--- config.mk ---
export PLATFORM = sky130hd
export DESIGN_NAME = sgra_port
export DESIGN_NICKNAME = d
export VERILOG_FILES = /design/src/hdl/sgra_pkg.sv /design/src/hdl/sgra_rep_cnt.sv /design/src/hdl/sgra_port.sv
export VERILOG_INCLUDE_DIRS = /design/src /design/src/hdl
export SDC_FILE = /design/constraint.sdc
export NUM_CORES = 1
export LEC_CHECK = 0
export BUFFER_PORTS_ARGS = -buffer_cell sky130_fd_sc_hd__buf_2
export CAP_MARGIN = 20
export CORE_ASPECT_RATIO = 0.9
export CORE_MARGIN = 3
export CORE_UTILIZATION = 45
export DETAILED_ROUTE_END_ITERATION = 8
export PLACE_DENSITY_LB_ADDON = 0.05
export REMOVE_ABC_BUFFERS = 1
export SLEW_MARGIN = 40
export SYNTH_ARGS = -nofsm -noshare
export SYNTH_HDL_FRONTEND = slang
export SYNTH_SLANG_ARGS = --single-unit
--- constraint.sdc ---
create_clock -name clk_i -period 3 [get_ports clk_i]
set_input_delay 0 -clock clk_i [delete_from_list [all_inputs] [get_ports clk_i]]
set_output_delay 0 -clock clk_i [all_outputs]
set_load 0.005 [all_outputs]
--- src/hdl/sgra_params.svh ---
// Constants of the serial rate-adapting port.
`ifndef SGRA_PARAMS_SVH
`define SGRA_PARAMS_SVH
`define SGRA_IDX_BASIC 10'h000
`define SGRA_IDX_SECOND_CFG 10'h014
`define SGRA_IDX_LSCFG 10'h16f
`define SGRA_IDX_DIS 10'h1df
`define SGRA_IDX_STAT 10'h1e0
`define SGRA_BASIC_LOOP 14
`define SGRA_BASIC_ISO 10
`define SGRA_AN_EN_BIT 7
`define SGRA_RA_BIT 7
`define SGRA_DIS_BIT 0
`define SGRA_RST_BASIC 32'h0000_0000
`define SGRA_RST_SECOND_CFG 32'h0000_0080
`define SGRA_RST_LSCFG 32'h0000_0080
`define SGRA_RST_DIS 32'h0000_0000
`define SGRA_REP_100M 7'h0a
`define SGRA_REP_10M 7'h64
`define SGRA_CLK_NS 8
`define SGRA_LINK_TIMER_NS 1600000
`define SGRA_CFG_BASE 16'h0001
`define SGRA_CFG_LINK 15
`define SGRA_CFG_ACK 14
`define SGRA_CFG_SPD_LO 10
`define SGRA_RESP_OKAY 2'b00
`define SGRA_RESP_SLVERR 2'b10
`endif

--- src/hdl/sgra_pkg.sv ---
// Types shared by the serial rate-adapting port.
package sgra_pkg;
    typedef enum logic [1:0] {SGRA_SPD_10, SGRA_SPD_100, SGRA_SPD_1000} sgra_speed_t;
    typedef enum logic [1:0] {AN_OFF, AN_SEND, AN_SETTLE, AN_UP} sgra_an_state_t;
endpackage

--- src/hdl/sgra_rep_cnt.sv ---
// Copy counter that marks the last cycle of a replication group.
`timescale 1ns/1ps
module sgra_rep_cnt #(
    parameter int W = 7
) (
    input wire logic clk_i,
    input wire logic rst_i,
    input wire logic clr_i,
    input wire logic step_i,
    input wire logic [W-1:0] limit_i,
    output logic [W-1:0] count_o,
    output logic last_o
);
    logic [W-1:0] next_count;

    assign last_o = (count_o == limit_i);

    always_comb begin
        next_count = count_o;
        if (clr_i) begin
            next_count = '0;
        end else if (step_i) begin
            next_count = last_o ? '0 : count_o + 1'b1;
        end
    end

    always_ff @(posedge clk_i) begin
        if (rst_i) begin
            count_o <= '0;
        end else begin
            count_o <= next_count;
        end
    end
endmodule

--- src/hdl/sgra_port.sv ---
// Byte-level rate adaption, negotiation and registers of the serial MAC-side port.
//
// Implementation choices: the AXI4-Lite slave port and the register offsets.
`timescale 1ns/1ps
`include "sgra_params.svh"
module sgra_port #(
    parameter int LINK_TIMER_CYC = `SGRA_LINK_TIMER_NS / `SGRA_CLK_NS
) (
    input wire logic clk_i,
    input wire logic rst_i,
    input wire logic serial_strap_i,
    input wire logic [1:0] media_speed_i,
    input wire logic media_link_i,
    input wire logic [11:0] s_axi_awaddr,
    input wire logic s_axi_awvalid,
    output logic s_axi_awready,
    input wire logic [31:0] s_axi_wdata,
    input wire logic [3:0] s_axi_wstrb,
    input wire logic s_axi_wvalid,
    output logic s_axi_wready,
    output logic [1:0] s_axi_bresp,
    output logic s_axi_bvalid,
    input wire logic s_axi_bready,
    input wire logic [11:0] s_axi_araddr,
    input wire logic s_axi_arvalid,
    output logic s_axi_arready,
    output logic [31:0] s_axi_rdata,
    output logic [1:0] s_axi_rresp,
    output logic s_axi_rvalid,
    input wire logic s_axi_rready,
    input wire logic tx_valid_i,
    input wire logic [7:0] tx_data_i,
    input wire logic tx_last_i,
    output logic tx_ready_o,
    output logic [7:0] pcs_tx_data_o,
    output logic pcs_tx_en_o,
    output logic pcs_tx_sof_o,
    input wire logic [7:0] pcs_rx_data_i,
    input wire logic pcs_rx_en_i,
    input wire logic pcs_rx_sof_i,
    output logic [7:0] rx_data_o,
    output logic rx_valid_o,
    output logic rx_sof_o,
    output logic [15:0] cfg_tx_word_o,
    output logic cfg_tx_en_o,
    input wire logic [15:0] cfg_rx_word_i,
    input wire logic cfg_rx_valid_i,
    output logic serial_on_o,
    output logic link_up_o
);
    logic strap_done, next_strap_done, serial_strap, next_serial_strap;
    logic [31:0] reg_basic, reg_second_cfg, reg_lscfg, reg_dis;
    logic [31:0] next_basic, next_second_cfg, next_lscfg, next_dis;
    logic aw_full, next_aw_full, w_full, next_w_full;
    logic [9:0] aw_idx, next_aw_idx;
    logic [31:0] w_data, next_w_data;
    logic [3:0] w_strb, next_w_strb;
    logic next_bvalid, next_rvalid;
    logic [1:0] next_bresp, next_rresp;
    logic [31:0] next_rdata, rd_word;
    logic rd_hit;
    sgra_pkg::sgra_an_state_t an_state, next_an_state;
    logic [17:0] an_timer, next_an_timer;
    logic [1:0] last_speed, next_last_speed;
    logic last_mlink, next_last_mlink;
    logic an_en, path_on, loop_on, speed_ok, restart;
    logic [6:0] rep_lim;
    logic busy, next_busy, in_frame, next_in_frame, sof, next_sof;
    logic [7:0] cur, next_cur;
    logic tx_take, tx_last_copy;
    logic [6:0] tx_cnt, rx_cnt;
    logic rx_last;
    logic [7:0] rx_src_data;
    logic rx_src_en, rx_src_sof, rx_keep;
    logic [7:0] next_rx_data;
    logic next_rx_valid, next_rx_sof;

    assign an_en = reg_second_cfg[`SGRA_AN_EN_BIT];
    assign loop_on = reg_basic[`SGRA_BASIC_LOOP];
    // Isolate is stored only; the serial pins answer to the strap and the disable register alone.
    assign path_on = serial_strap & ~reg_dis[`SGRA_DIS_BIT];
    // Low-speed transmit stays blocked until rate adapt is cleared, so stale setups fail safe.
    assign speed_ok = !(media_speed_i == 2'(sgra_pkg::SGRA_SPD_10) && reg_lscfg[`SGRA_RA_BIT]);
    assign serial_on_o = path_on;
    assign link_up_o = (an_state == sgra_pkg::AN_UP);

    always_comb begin
        case (media_speed_i)
            2'(sgra_pkg::SGRA_SPD_100): rep_lim = `SGRA_REP_100M - 7'h01;
            2'(sgra_pkg::SGRA_SPD_10): rep_lim = `SGRA_REP_10M - 7'h01;
            default: rep_lim = 7'h00;
        endcase
    end

    // Strap is caught at the first edge after reset release.
    always_comb begin
        next_strap_done = 1'b1;
        next_serial_strap = strap_done ? serial_strap : serial_strap_i;
    end

    always_ff @(posedge clk_i) begin
        if (rst_i) begin
            strap_done <= 1'b0;
            serial_strap <= 1'b0;
        end else begin
            strap_done <= next_strap_done;
            serial_strap <= next_serial_strap;
        end
    end

    function automatic logic [31:0] merge(input logic [31:0] old, input logic [31:0] d, input logic [3:0] s);
        logic [31:0] r;
        r = old;
        for (int i = 0; i < 4; i++) begin
            if (s[i]) begin
                r[i*8 +: 8] = d[i*8 +: 8];
            end
        end
        return r;
    endfunction

    always_comb begin
        rd_hit = 1'b1;
        case (s_axi_araddr[11:2])
            `SGRA_IDX_BASIC: rd_word = reg_basic;
            `SGRA_IDX_SECOND_CFG: rd_word = reg_second_cfg;
            `SGRA_IDX_LSCFG: rd_word = reg_lscfg;
            `SGRA_IDX_DIS: rd_word = reg_dis;
            `SGRA_IDX_STAT: rd_word = {26'h0, serial_strap, path_on, link_up_o, media_link_i, media_speed_i};
            default: begin
                rd_word = 32'h0;
                rd_hit = 1'b0;
            end
        endcase
    end

    assign s_axi_awready = ~aw_full & ~s_axi_bvalid;
    assign s_axi_wready = ~w_full & ~s_axi_bvalid;
    assign s_axi_arready = ~s_axi_rvalid;

    always_comb begin
        next_aw_full = aw_full;
        next_aw_idx = aw_idx;
        next_w_full = w_full;
        next_w_data = w_data;
        next_w_strb = w_strb;
        next_bvalid = s_axi_bvalid;
        next_bresp = s_axi_bresp;
        next_basic = reg_basic;
        next_second_cfg = reg_second_cfg;
        next_lscfg = reg_lscfg;
        next_dis = reg_dis;
        next_rvalid = s_axi_rvalid;
        next_rdata = s_axi_rdata;
        next_rresp = s_axi_rresp;
        if (s_axi_awvalid && s_axi_awready) begin
            next_aw_full = 1'b1;
            next_aw_idx = s_axi_awaddr[11:2];
        end
        if (s_axi_wvalid && s_axi_wready) begin
            next_w_full = 1'b1;
            next_w_data = s_axi_wdata;
            next_w_strb = s_axi_wstrb;
        end
        if (aw_full && w_full) begin
            next_aw_full = 1'b0;
            next_w_full = 1'b0;
            next_bvalid = 1'b1;
            next_bresp = `SGRA_RESP_OKAY;
            case (aw_idx)
                `SGRA_IDX_BASIC: next_basic = merge(reg_basic, w_data, w_strb);
                `SGRA_IDX_SECOND_CFG: next_second_cfg = merge(reg_second_cfg, w_data, w_strb);
                `SGRA_IDX_LSCFG: next_lscfg = merge(reg_lscfg, w_data, w_strb);
                `SGRA_IDX_DIS: next_dis = merge(reg_dis, w_data, w_strb);
                `SGRA_IDX_STAT: next_bresp = `SGRA_RESP_OKAY;
                default: next_bresp = `SGRA_RESP_SLVERR;
            endcase
        end else if (s_axi_bvalid && s_axi_bready) begin
            next_bvalid = 1'b0;
        end
        if (s_axi_arvalid && s_axi_arready) begin
            next_rvalid = 1'b1;
            next_rdata = rd_word;
            next_rresp = rd_hit ? `SGRA_RESP_OKAY : `SGRA_RESP_SLVERR;
        end else if (s_axi_rvalid && s_axi_rready) begin
            next_rvalid = 1'b0;
        end
    end

    always_ff @(posedge clk_i) begin
        if (rst_i) begin
            aw_full <= 1'b0;
            aw_idx <= 10'h000;
            w_full <= 1'b0;
            w_data <= 32'h0;
            w_strb <= 4'h0;
            s_axi_bvalid <= 1'b0;
            s_axi_bresp <= `SGRA_RESP_OKAY;
            s_axi_rvalid <= 1'b0;
            s_axi_rdata <= 32'h0;
            s_axi_rresp <= `SGRA_RESP_OKAY;
            reg_basic <= `SGRA_RST_BASIC;
            reg_second_cfg <= `SGRA_RST_SECOND_CFG;
            reg_lscfg <= `SGRA_RST_LSCFG;
            reg_dis <= `SGRA_RST_DIS;
        end else begin
            aw_full <= next_aw_full;
            aw_idx <= next_aw_idx;
            w_full <= next_w_full;
            w_data <= next_w_data;
            w_strb <= next_w_strb;
            s_axi_bvalid <= next_bvalid;
            s_axi_bresp <= next_bresp;
            s_axi_rvalid <= next_rvalid;
            s_axi_rdata <= next_rdata;
            s_axi_rresp <= next_rresp;
            reg_basic <= next_basic;
            reg_second_cfg <= next_second_cfg;
            reg_lscfg <= next_lscfg;
            reg_dis <= next_dis;
        end
    end

    // A change of media result restarts negotiation so the MAC learns the new speed.
    assign restart = !path_on || !media_link_i || media_speed_i != last_speed || media_link_i != last_mlink;

    always_comb begin
        next_an_state = an_state;
        next_an_timer = an_timer;
        next_last_speed = media_speed_i;
        next_last_mlink = media_link_i;
        case (an_state)
            sgra_pkg::AN_OFF: begin
                next_an_timer = 18'h0;
                if (!restart) begin
                    next_an_state = an_en ? sgra_pkg::AN_SEND : sgra_pkg::AN_UP;
                end
            end
            sgra_pkg::AN_SEND: begin
                if (cfg_rx_valid_i && cfg_rx_word_i[`SGRA_CFG_ACK]) begin
                    next_an_state = sgra_pkg::AN_SETTLE;
                end
            end
            sgra_pkg::AN_SETTLE: begin
                next_an_timer = an_timer + 18'h1;
                if (an_timer == 18'(LINK_TIMER_CYC - 1)) begin
                    next_an_state = sgra_pkg::AN_UP;
                    next_an_timer = 18'h0;
                end
            end
            sgra_pkg::AN_UP: begin
                next_an_timer = 18'h0;
            end
            default: next_an_state = sgra_pkg::AN_OFF;
        endcase
        if (restart) begin
            next_an_state = sgra_pkg::AN_OFF;
        end
        if (an_state != sgra_pkg::AN_OFF && an_state != sgra_pkg::AN_UP && !an_en) begin
            next_an_state = sgra_pkg::AN_OFF;
        end
    end

    always_ff @(posedge clk_i) begin
        if (rst_i) begin
            an_state <= sgra_pkg::AN_OFF;
            an_timer <= 18'h0;
            last_speed <= 2'b00;
            last_mlink <= 1'b0;
            cfg_tx_en_o <= 1'b0;
            cfg_tx_word_o <= 16'h0;
        end else begin
            an_state <= next_an_state;
            an_timer <= next_an_timer;
            last_speed <= next_last_speed;
            last_mlink <= next_last_mlink;
            cfg_tx_en_o <= an_en && (next_an_state == sgra_pkg::AN_SEND || next_an_state == sgra_pkg::AN_SETTLE);
            cfg_tx_word_o <= `SGRA_CFG_BASE | (16'(media_link_i) << `SGRA_CFG_LINK)
                | (16'(next_an_state == sgra_pkg::AN_SETTLE) << `SGRA_CFG_ACK)
                | (16'(media_speed_i) << `SGRA_CFG_SPD_LO);
        end
    end

    // No length counter: frame size is bounded only by the source, so jumbo frames pass.
    assign tx_ready_o = link_up_o & speed_ok & (~busy | tx_last_copy);
    assign tx_take = tx_valid_i & tx_ready_o;

    sgra_rep_cnt #(.W(7)) u_tx_cnt (
        .clk_i(clk_i),
        .rst_i(rst_i),
        .clr_i(tx_take),
        .step_i(busy),
        .limit_i(rep_lim),
        .count_o(tx_cnt),
        .last_o(tx_last_copy)
    );

    always_comb begin
        next_busy = busy;
        next_cur = cur;
        next_in_frame = in_frame;
        next_sof = 1'b0;
        if (tx_take) begin
            next_busy = 1'b1;
            next_cur = tx_data_i;
            next_sof = ~in_frame;
            next_in_frame = ~tx_last_i;
        end else if (busy && tx_last_copy) begin
            next_busy = 1'b0;
        end
        if (!link_up_o) begin
            next_busy = 1'b0;
            next_in_frame = 1'b0;
        end
    end

    always_ff @(posedge clk_i) begin
        if (rst_i) begin
            busy <= 1'b0;
            cur <= 8'h00;
            in_frame <= 1'b0;
            sof <= 1'b0;
        end else begin
            busy <= next_busy;
            cur <= next_cur;
            in_frame <= next_in_frame;
            sof <= next_sof;
        end
    end

    // Only data goes to the coder; no transmit clock leaves, the far end recovers timing from the symbols.
    assign pcs_tx_data_o = cur;
    // Enable stays up through every copy, so the coder gets a byte each symbol slot at any speed.
    assign pcs_tx_en_o = busy;
    assign pcs_tx_sof_o = sof;

    // Loopback turns the replicated stream around at the same media-chosen speed.
    assign rx_src_data = loop_on ? cur : pcs_rx_data_i;
    assign rx_src_en = loop_on ? busy : pcs_rx_en_i;
    assign rx_src_sof = loop_on ? sof : pcs_rx_sof_i;

    sgra_rep_cnt #(.W(7)) u_rx_cnt (
        .clk_i(clk_i),
        .rst_i(rst_i),
        .clr_i(rx_src_sof),
        .step_i(rx_src_en),
        .limit_i(rep_lim),
        .count_o(rx_cnt),
        .last_o(rx_last)
    );

    // The start copy clears the counter, so the first copy of each later byte is the wrap cycle.
    assign rx_keep = rx_src_en && (rx_src_sof || rx_last);

    always_comb begin
        next_rx_valid = rx_keep & path_on;
        next_rx_data = rx_keep ? rx_src_data : rx_data_o;
        next_rx_sof = rx_keep & rx_src_sof;
    end

    always_ff @(posedge clk_i) begin
        if (rst_i) begin
            rx_valid_o <= 1'b0;
            rx_data_o <= 8'h00;
            rx_sof_o <= 1'b0;
        end else begin
            rx_valid_o <= next_rx_valid;
            rx_data_o <= next_rx_data;
            rx_sof_o <= next_rx_sof;
        end
    end

    a_an_default_on: assert property (@(posedge clk_i) $fell(rst_i) |-> reg_second_cfg[`SGRA_AN_EN_BIT])
        else $error("negotiation not enabled after reset");
    a_forced_speed_up: assert property (@(posedge clk_i) disable iff (rst_i)
        (!an_en && !restart && an_state == sgra_pkg::AN_OFF) |=> link_up_o)
        else $error("forced mode did not come up");
    a_an_needs_ack: assert property (@(posedge clk_i) disable iff (rst_i)
        (an_en && an_state == sgra_pkg::AN_SEND && !(cfg_rx_valid_i && cfg_rx_word_i[`SGRA_CFG_ACK]) && !restart)
        |=> an_state == sgra_pkg::AN_SEND)
        else $error("negotiation left send without partner ack");
    a_rep_hundred: assert property (@(posedge clk_i) disable iff (rst_i)
        (busy && media_speed_i == 2'(sgra_pkg::SGRA_SPD_100) && tx_cnt != (`SGRA_REP_100M - 7'h01))
        |-> !tx_ready_o)
        else $error("byte not held for ten copies");
    a_sof_single: assert property (@(posedge clk_i) disable iff (rst_i)
        pcs_tx_sof_o |=> !pcs_tx_sof_o)
        else $error("start marker repeated");
    a_rx_one_kept: assert property (@(posedge clk_i) disable iff (rst_i)
        (rx_src_en && !rx_src_sof && !rx_last) |=> !rx_valid_o)
        else $error("replicated byte passed");
    a_iso_no_effect: assert property (@(posedge clk_i) disable iff (rst_i)
        serial_on_o == (serial_strap && !reg_dis[`SGRA_DIS_BIT]))
        else $error("port enable depends on something else");
    a_low_rate_block: assert property (@(posedge clk_i) disable iff (rst_i)
        (media_speed_i == 2'(sgra_pkg::SGRA_SPD_10) && reg_lscfg[`SGRA_RA_BIT]) |-> !tx_ready_o)
        else $error("low speed ran with rate adapt set");
    a_strap_held: assert property (@(posedge clk_i) disable iff (rst_i)
        strap_done |=> $stable(serial_strap))
        else $error("strap changed after capture");
endmodule

; Word-level counts from Yosys, hierarchy flattened
; Index checks and enable logic that the tools add are counted.
[totals]
register_bits = 291
input_bits = 108
out_inout_bits = 81
word_cells = 167
[classes]
add_sub_neg = 3
eq_ne = 20
n_mux = 25
bitwise_logic = 21
n_reduce_logical = 55
[ops]
columns = cell, n
row1 = case mux 32 bit (5 select lines), 1
row2 = == test 10 x 9 -> 1 bit (second input constant), 6
row3 = AND reduction 3 bit, 16
row4 = case mux 18 bit (2 select lines), 1
row5 = == test 10 x 5 -> 1 bit (second input constant), 2
row6 = logical NOT 10 bit, 2
row7 = adder 18 x 1 -> 18 bit (second input constant), 1
row8 = == test 18 bit (second input constant), 1
row9 = two-way mux 18 bit, 1
row10 = OR 16 x 12 -> 16 bit, 1
row11 = OR 16 x 15 -> 16 bit, 1
row12 = adder 7 x 1 -> 7 bit (second input constant), 2
row13 = == test 7 bit, 2
row14 = two-way mux 2 bit, 7
row15 = two-way mux 7 bit, 2
row16 = case mux 7 bit (2 select lines), 1
row17 = logical AND 1 bit, 13
row18 = OR reduction 2 bit, 6
row19 = two-way mux 1 bit, 10
row20 = NOT 1 bit, 10
row21 = nonzero test 2 bit, 5
row22 = OR reduction 5 bit, 2
row23 = bitwise AND 1 bit, 8
row24 = two-way mux 8 bit, 1
row25 = 10 further kinds, 22

; Longest topological paths before layout
; Gate-level depths: netlist of run 1.
[depth]
depth_word = 11
ltp_mapped = 8
mapped_depth_nobuf = 8

; By module
; From an unflattened synthesis of run 1, not the netlist that was laid out.
[unflattened]
cells_unflattened = 1419
area_unflattened_um2 = 12670.9
[by_module_without_submodules]
columns = mod, instances, cells_each, area_each_um2, seq_area_each_um2
row1 = sgra_port, 1, 1333, 11895.2, 5225.0
row2 = sgra_rep_cnt, 2, 43, 387.9, 140.1

; Worst setup path before layout of run 1
; OpenSTA, ideal clock, no wires.
[synth_path]
path_kind = register to register
start = reg an_timer[2]
end = reg cfg_tx_en_o
setup_time_ns = 0.078
t_arrival_ns = 2.039
required_ns = 2.922
slack_ns = 0.883
path_stages_with_launch = 8
n_path_buf = 0
period_less_slack_ns = 2.117
path_cell_list = dfxtp_1 > nand4_2 > or4_4 > o31ai_1 > a222oi_1 > or2_2 > ha_1 > nor3_1
[synth_between]
elab_chain_cells = 8
elab_cells_between_ends = 9
classes_between = eq/ne (3) / mux (4) / reduce/logical (2)
[synth_rtl]
columns = element, line_no
row1 = start: declaration, sgra_port.sv:63  ; logic [17:0] an_timer, next_an_timer;
row2 = start signal: assignment, sgra_port.sv:274  ; an_timer <= next_an_timer;
row3 = == test 18 bit (*), sgra_port.sv:246  ; if (an_timer == 18'(LINK_TIMER_CYC - 1)) begin
row4 = two-way mux 2 bit (*), sgra_port.sv:246
row5 = case mux 2 bit (3 select lines) (*), sgra_port.sv:232  ; case (an_state)
row6 = two-way mux 2 bit (*), sgra_port.sv:256  ; if (restart) begin
row7 = two-way mux 2 bit (*), sgra_port.sv:259  ; if (an_state != sgra_pkg::AN_OFF && an_state != sgra_pkg::AN_UP && !an_en) begin
row8 = == test 2 x 1 -> 1 bit / == test 2 bit (equally long branches), sgra_port.sv:277  ; cfg_tx_en_o <= an_en && (next_an_state == sgra_pkg::AN_SEND || next_an_state == sgra_pkg::AN_SETTLE);
row9 = logical OR 1 bit (*), sgra_port.sv:277
row10 = logical AND 1 bit (*), sgra_port.sv:277
row11 = end signal: assignment, sgra_port.sv:277
row12 = end: declaration, sgra_port.sv:45  ; output logic cfg_tx_en_o,
; Every way passes the cells marked *; elsewhere a longest branch is shown, timed or not.
; A chain may end at the register's enable or synchronous reset.

; Worst setup path in the final report of run 1
; Ends and elaborated chain as after synthesis.

==> metrics.cfg, run 1 <==
[timing]
fmax_ghz = 0.431
hold_viol = 0
setup_viol = 0
min_period_ps = 2320
maxSlewViolCount = 0
slew_headroom = 0.435
tns_ps = 0
fin_skew_ps = 6.67
worst_pin_slew_ps = 847
rsz0062_at_grt = false
finalCritPeriodShare = 0.773

[critical_path]
reg2reg_from = an_timer[2]
reg2regPathDepth = 7
crit_path_start_kind = flip-flop
critPathKind = reg -> reg
rrSetupSlack_ps = 680
critPathRequiredTime_ps = 3450
end_kind = flip-flop
r2r-end = cfg_tx_en_o
worstPathMaxFanout = 6
arrival_ps = 2770

[detailed_routing]
wl_per_cell_um = 16.7
dr.pass1.iters = 4
route.met2.wl_um = 13900
drtIter0Drc = 721
top_layer_used = met4
wl_met1_um = 15400
postRouteAntennaNets = 0
drt_drc_violations_left = 0
wirelength_um = 31100
dr_total_vias = 9706
dr_wl_met3_um = 1130
avgViaCountPerCell = 5.21

[floorplan]
dieArea_um2 = 27500
pin_count = 189
die_h_um = 158
die_w_um = 174
rows = 54
start_util = 0.465
core-area_um2 = 24700

[cells_and_area]
area_growth_pct = 25.9
fin_area_um2 = 14500
num-nets-final = 1622
final-seq-area_um2 = 5510
drive_gt1_frac = 0.176
n_fill_cell = 2231
multiInputGateArea_um2 = 5560
diodes = 0

[yosys]
synth_edf_count = 0
ys_seq_area_frac = 0.480
yosys_warnings = 0
syn_inst = 1280
synthArstFlopShare = 0
synth_ff_type = dfxtp_1
yosysUniqueCellTypes = 64
synth_area_per_cell_um2 = 8.97
syn_area_um2 = 11500
synth_seq_cells = 275

[clock_network]
cts-htree-levels = 1
cts_tree = yes
cts_buffer_depth = 3
cts_buffers = 29
cts.sinks = 275
clk_pin_slew_ps = 60
cts-root-buf = clkbuf_16
clock_latency_ps = 540

[placement]
dp_hpwl_um = 19400
gp_congestion = 0.808
post_dp_cell_area_um2 = 12600
port_buffers = 156

[outcome]
status = complete, no violations

[grt]
grt_pass1_wl_um = 49900
grt_pass1_vias = 9308
antenna_found_initial = 0
grt_use_total = 0.221
grt_start_max_net_pins = 120
grt_overflow = 0

[pwr]
max-vdd-ir-drop_mv = 0.404
power.leakage_nw = 5.89
power_density_nw_per_um2 = 561

[hold_path]
min_from = cfg_rx_valid_i
worstHoldPathCells = 6
min-delay-path-class = in -> reg
whs_endpoint = an_state[0]

[run]
drv_cap = 0

## flip-flops by register name, summed over array words and instances, names as in the netlist, 2 cells and up
register and count:
reg_basic 32, reg_dis 32, reg_lscfg 32, reg_second_cfg 32, s_axi_rdata 32, w_data 32, an_timer 18, aw_idx 10
pcs_tx_data_o 8, rx_data_o 8, u_rx_cnt.count_o 7, u_tx_cnt.count_o 7, cfg_tx_word_o 4, w_strb 4, an_state 2
## layout make-up
type | count | share of cell area
Multi-Input combinational cell | 914 | 0.385
Clock inverter | 11 | 0.00961
Sequential cell | 275 | 0.381
Inverter | 9 | 0.00234
Tap cell | 336 | 0.0291
Clock buffer | 42 | 0.0578
Timing Repair Buffer | 275 | 0.136
## Yosys cell counts, drive strengths merged, types with 2 or more instances
library cell,number,area share
a22o,5,0.0038
nor4,3,0.0016
o221ai,12,0.0092
a21oi,116,0.051
nor3,17,0.0084
a31oi,2,0.0011
inv,9,0.0029
o41ai,2,0.0015
nor2,211,0.071
and4,3,0.0023
o21ai,54,0.025
dfxtp,275,0.48
or3,8,0.0044
a211oi,4,0.0026
nand3,23,0.010
a31o,9,0.0069
a22oi,46,0.030
ha,10,0.011
mux2i,141,0.12
or4,4,0.0029
nand2b,11,0.0060
xor2,13,0.0099
nand4,14,0.0093
and3,9,0.0049
or2,2,0.0011
clkbuf,57,0.019
and2,4,0.0022
nand3b,2,0.0013
buf,37,0.021
nor3b,6,0.0039
nor2b,9,0.0049
nand2,128,0.042
xnor2,15,0.011
mux2,2,0.0023
## power breakdown
| part | switching, mW | internal [mW] | leakage [nW] | total, mW |
|---|---|---|---|---|
| logic | 0.348 | 0.286 | 3.18 | 0.633 |
| registers | 0.0913 | 3.74 | 2.23 | 3.84 |
| clock network | 1.45 | 2.19 | 0.481 | 3.63 |
| total | 1.89 | 6.22 | 5.89 | 8.10 |
## worst max path at each step
stage / slack, ps / cells after the start / startpoint / endpoint
6_report: 680 / 7 / an_timer[2] / cfg_tx_en_o
5_1_grt: 480 / 7 / an_state[1] / an_timer[11]
4_1_cts: 680 / 7 / an_timer[2] / cfg_tx_en_o
3_5_place_dp: 760 / 7 / an_timer[2] / cfg_tx_en_o
3_3_place_gp: 710 / 7 / an_timer[2] / cfg_tx_en_o
2_1_floorplan: 520 / 4 / s_axi_rvalid / s_axi_rdata[14]
## logic make-up after synthesis
group,share of synthesized area
flip-flops,0.480
multiplexers,0.125
AO/OA/AOI/OAI,0.140
AND/OR/NAND/NOR,0.180
adder cells (fa/ha/maj),0.0109
XOR/XNOR,0.0214
buffers and inverters,0.0423
other,0.000327
## cell usage in the layout, fill, tap and decap left out, types with 3 or more instances in the layout
cell           count
ha_1              10
nor4_1             3
nand3_1           23
and2_1             3
or4_1              3
a31o_2             9
clkbuf_1           7
bufinv_16          3
buf_4             26
nor2_1           202
o21ai_0           36
o221ai_1          12
and3_1             9
conb_1            13
mux2i_1          141
nand4_1           11
nand2_1          127
nor2_2             9
o21ai_1           17
a211oi_1           4
nor3b_1            5
nand2b_1          11
and4_1             3
nand4_2            3
buf_12             3
or3_1              7
xnor2_1           15
nor3_1            16
a22oi_1           46
a21oi_1          116
dfxtp_1          275
clkbuf_16         29
a22o_1             5
clkbuf_8           6
buf_2            155
nor2b_1            8
inv_1              7
xor2_1            13
clkinv_2           6
dlygate4sd3_1     89
## timing repair
item	4_1_cts	5_1_grt
endpoints found under the hold margin	81	0
hold buffers	89	0
endpoints found under the setup margin	0	0
setup buffers	0	0
gates resized for setup	0	0
## per-stage QoR
step	cells	utilization	total power [mW]	hold WS, ps	setup WS [ps]
6_report	1862	0.586	8.10	41.5	681
3_3_place_gp	1719	0.509	4.44	183	712
3_5_place_dp	1720	0.510	4.45	186	756
2_1_floorplan	1198	-	4.13	66.7	516
4_1_cts	1862	0.586	8.19	15.1	677
5_1_grt	1862	0.586	8.43	49.8	481
## metal layers
layer | up-vias | GRT usage
li1 | 4889 | -
met1 | 4574 | 0.316
met2 | 201 | 0.362
met3 | 42 | 0.0270
met4 | 0 | 0.0490
met5 | - | 0
## critical path, cell delays in order, from the launching register on
cell	delay [ps]
dfxtp_1	430
nand4_2	170
or4_4	570
o31ai_1	220
a222oi_1	120
or2_2	290
ha_1	270
nor3_1	160
Power figures use the tool's default switching activity.
==> run 2: changes to the inputs <==
Clock period 3 ns to 2.4 ns, I/O delays scaled along.
==> run 2 against run 1 <==
Effect of this change:
- total power up 25%
- count of clock-buffer cells in the layout is 1 lower
- core utilization rose by 0.54 points
- fmax rose by 2.9%
- sequential cell count is the same
- via count is 0.24% higher
- critical endpoint is now aw_idx[7]
- largest power group unchanged
==> metrics.cfg, run 2 (synthesis gave the netlist of run 1 again) <==
[outcome]
status = complete, no violations

[floorplan]
rows = 54
pin_count = 189
start_util = 0.465
die_h_um = 158
dieArea_um2 = 27500
core-area_um2 = 24700
die_w_um = 174

[timing]
setup_viol = 0
fin_skew_ps = 16.0
worst_pin_slew_ps = 652
fin_ws_ps = 146
finalCritPeriodShare = 0.939
fmax_ghz = 0.444
tns_ps = 0
min_period_ps = 2250
hold_viol = 0
maxSlewViolCount = 0
rsz0062_at_grt = false
slew_headroom = 0.565

[clock_network]
cts-root-buf = clkbuf_16
clock_latency_ps = 540
cts_buffer_depth = 3
cts.sinks = 275
cts_buffers = 28
clk_pin_slew_ps = 60
cts-htree-levels = 1
cts_tree = yes

[cells_and_area]
final_common_cell = dfxtp_1
post-route-util = 0.591
fin_area_um2 = 14600
num-nets-final = 1641
area_growth_pct = 27.1
drive_gt1_frac = 0.181
mostFrequentLayoutCells = dfxtp_1 (272), nor2_1 (202), buf_2 (155)
diodes = 0

[critical_path]
crit_path_start_kind = flip-flop
end_kind = flip-flop
path_cells = nor2_1 > and2_2 > nand2_1 > dlygate4sd3_1 > a21oi_1 > dlygate4sd3_1
slowest_stage = dlygate4sd3_1
critPathRequiredTime_ps = 2880
crit_top_cell = dlygate4sd3_1
arrival_ps = 2730
worst_path_largest_cell_delay_ps = 570
critPathKind = reg -> reg
worstPathMaxFanout = 10
path_buf_inv = 2
path_delay_family = buffers and inverters

[run]
drv_cap = 0

[grt]
grt_use_total = 0.222
antenna_found_initial = 0
grt_overflow = 0
grt_pass1_wl_um = 49900
grt_pass1_vias = 9396
grt_start_max_net_pins = 114

[placement]
port_buffers = 156
dp_hpwl_um = 19300
gp_congestion = 0.803
place_ws_ps = 181
post_dp_cell_area_um2 = 12700

[pwr]
finalPower_mw = 10.1
max-vdd-ir-drop_mv = 0.525
power.leakage_nw = 6.00
power_density_nw_per_um2 = 694

[detailed_routing]
drtIter0Drc = 616
wirelength_um = 31000
postRouteAntennaNets = 0
dr.pass1.iters = 4
wl_per_cell_um = 16.5
drt_drc_violations_left = 0
avgViaCountPerCell = 5.19
dr_total_vias = 9729

[hold_path]
min-delay-path-class = in -> reg

==> run 2: cell types whose count changed in the layout (fill, tap and decap cells not counted), moves of 3 or more <==
| cell | delta |
|---|---|
| dfxtp_1 | -3 |
| dlygate4sd3_1 | +7 |
| buf_4 | +14 |
| clkinv_2 | -5 |
| dfxtp_2 | +3 |
==> run 2: worst paths after layout <==
kind	from	end	slack, ps	depth (start not counted)
worst max-delay path	aw_full	aw_idx[7]	150	6
worst min-delay path	cfg_rx_valid_i	an_state[0]	20	6
worst max register to register	aw_full	aw_idx[7]	150	6
worst min register to register	in_frame	pcs_tx_sof_o	440	1
==> run 2: repair_timing <==
item                                   CTS  global route
endpoints found under the hold margin   91             0
setup endpoints to repair                0             6
hold buffers                            96             0
buffers inserted                         0             0
gates resized for setup                  0             4
==> run 2: metrics by stage <==
step	std cells	hold WS, ps
2_1_floorplan	1198	66.7
4_1_cts	1875	16.8
6_report	1875	23.3
3_5_place_dp	1733	191
3_3_place_gp	1733	183
5_1_grt	1875	77.7
==> run 2: metal layers <==
layer  up-vias  GRT usage  share of wire
met5         -          0              0
met4         0     0.0494          0.018
met3        41     0.0321          0.045
met2       213      0.365           0.46
met1      4568      0.311           0.48
li1       4907          -              -
==> run 2: cell type report <==
type | instances | area [µm²]
flip-flops and latches | 275 | 5510
clock buffers | 41 | 831
inverters | 9 | 33.8
multi-input cells | 914 | 5560
clock inverters | 5 | 125
repair buffers | 295 | 2110
fillers | 2238 | 10100
well taps | 336 | 420
==> run 2: where the power goes <==
part / switching, mW / total (mW) / leakage (nW) / internal, mW
clock: 1.74 / 4.54 / 0.468 / 2.80
sequential: 0.112 / 4.79 / 2.23 / 4.68
combinational: 0.431 / 0.793 / 3.30 / 0.362
total: 2.29 / 10.1 / 6.00 / 7.84
==> run 2: worst reg2reg max path: cells and delay by family, from the launching register on <==
kind	cells	cell delay [ps]
compound gates	1	140
buf+inv	2	1120
flops	1	390
simple gates	3	550
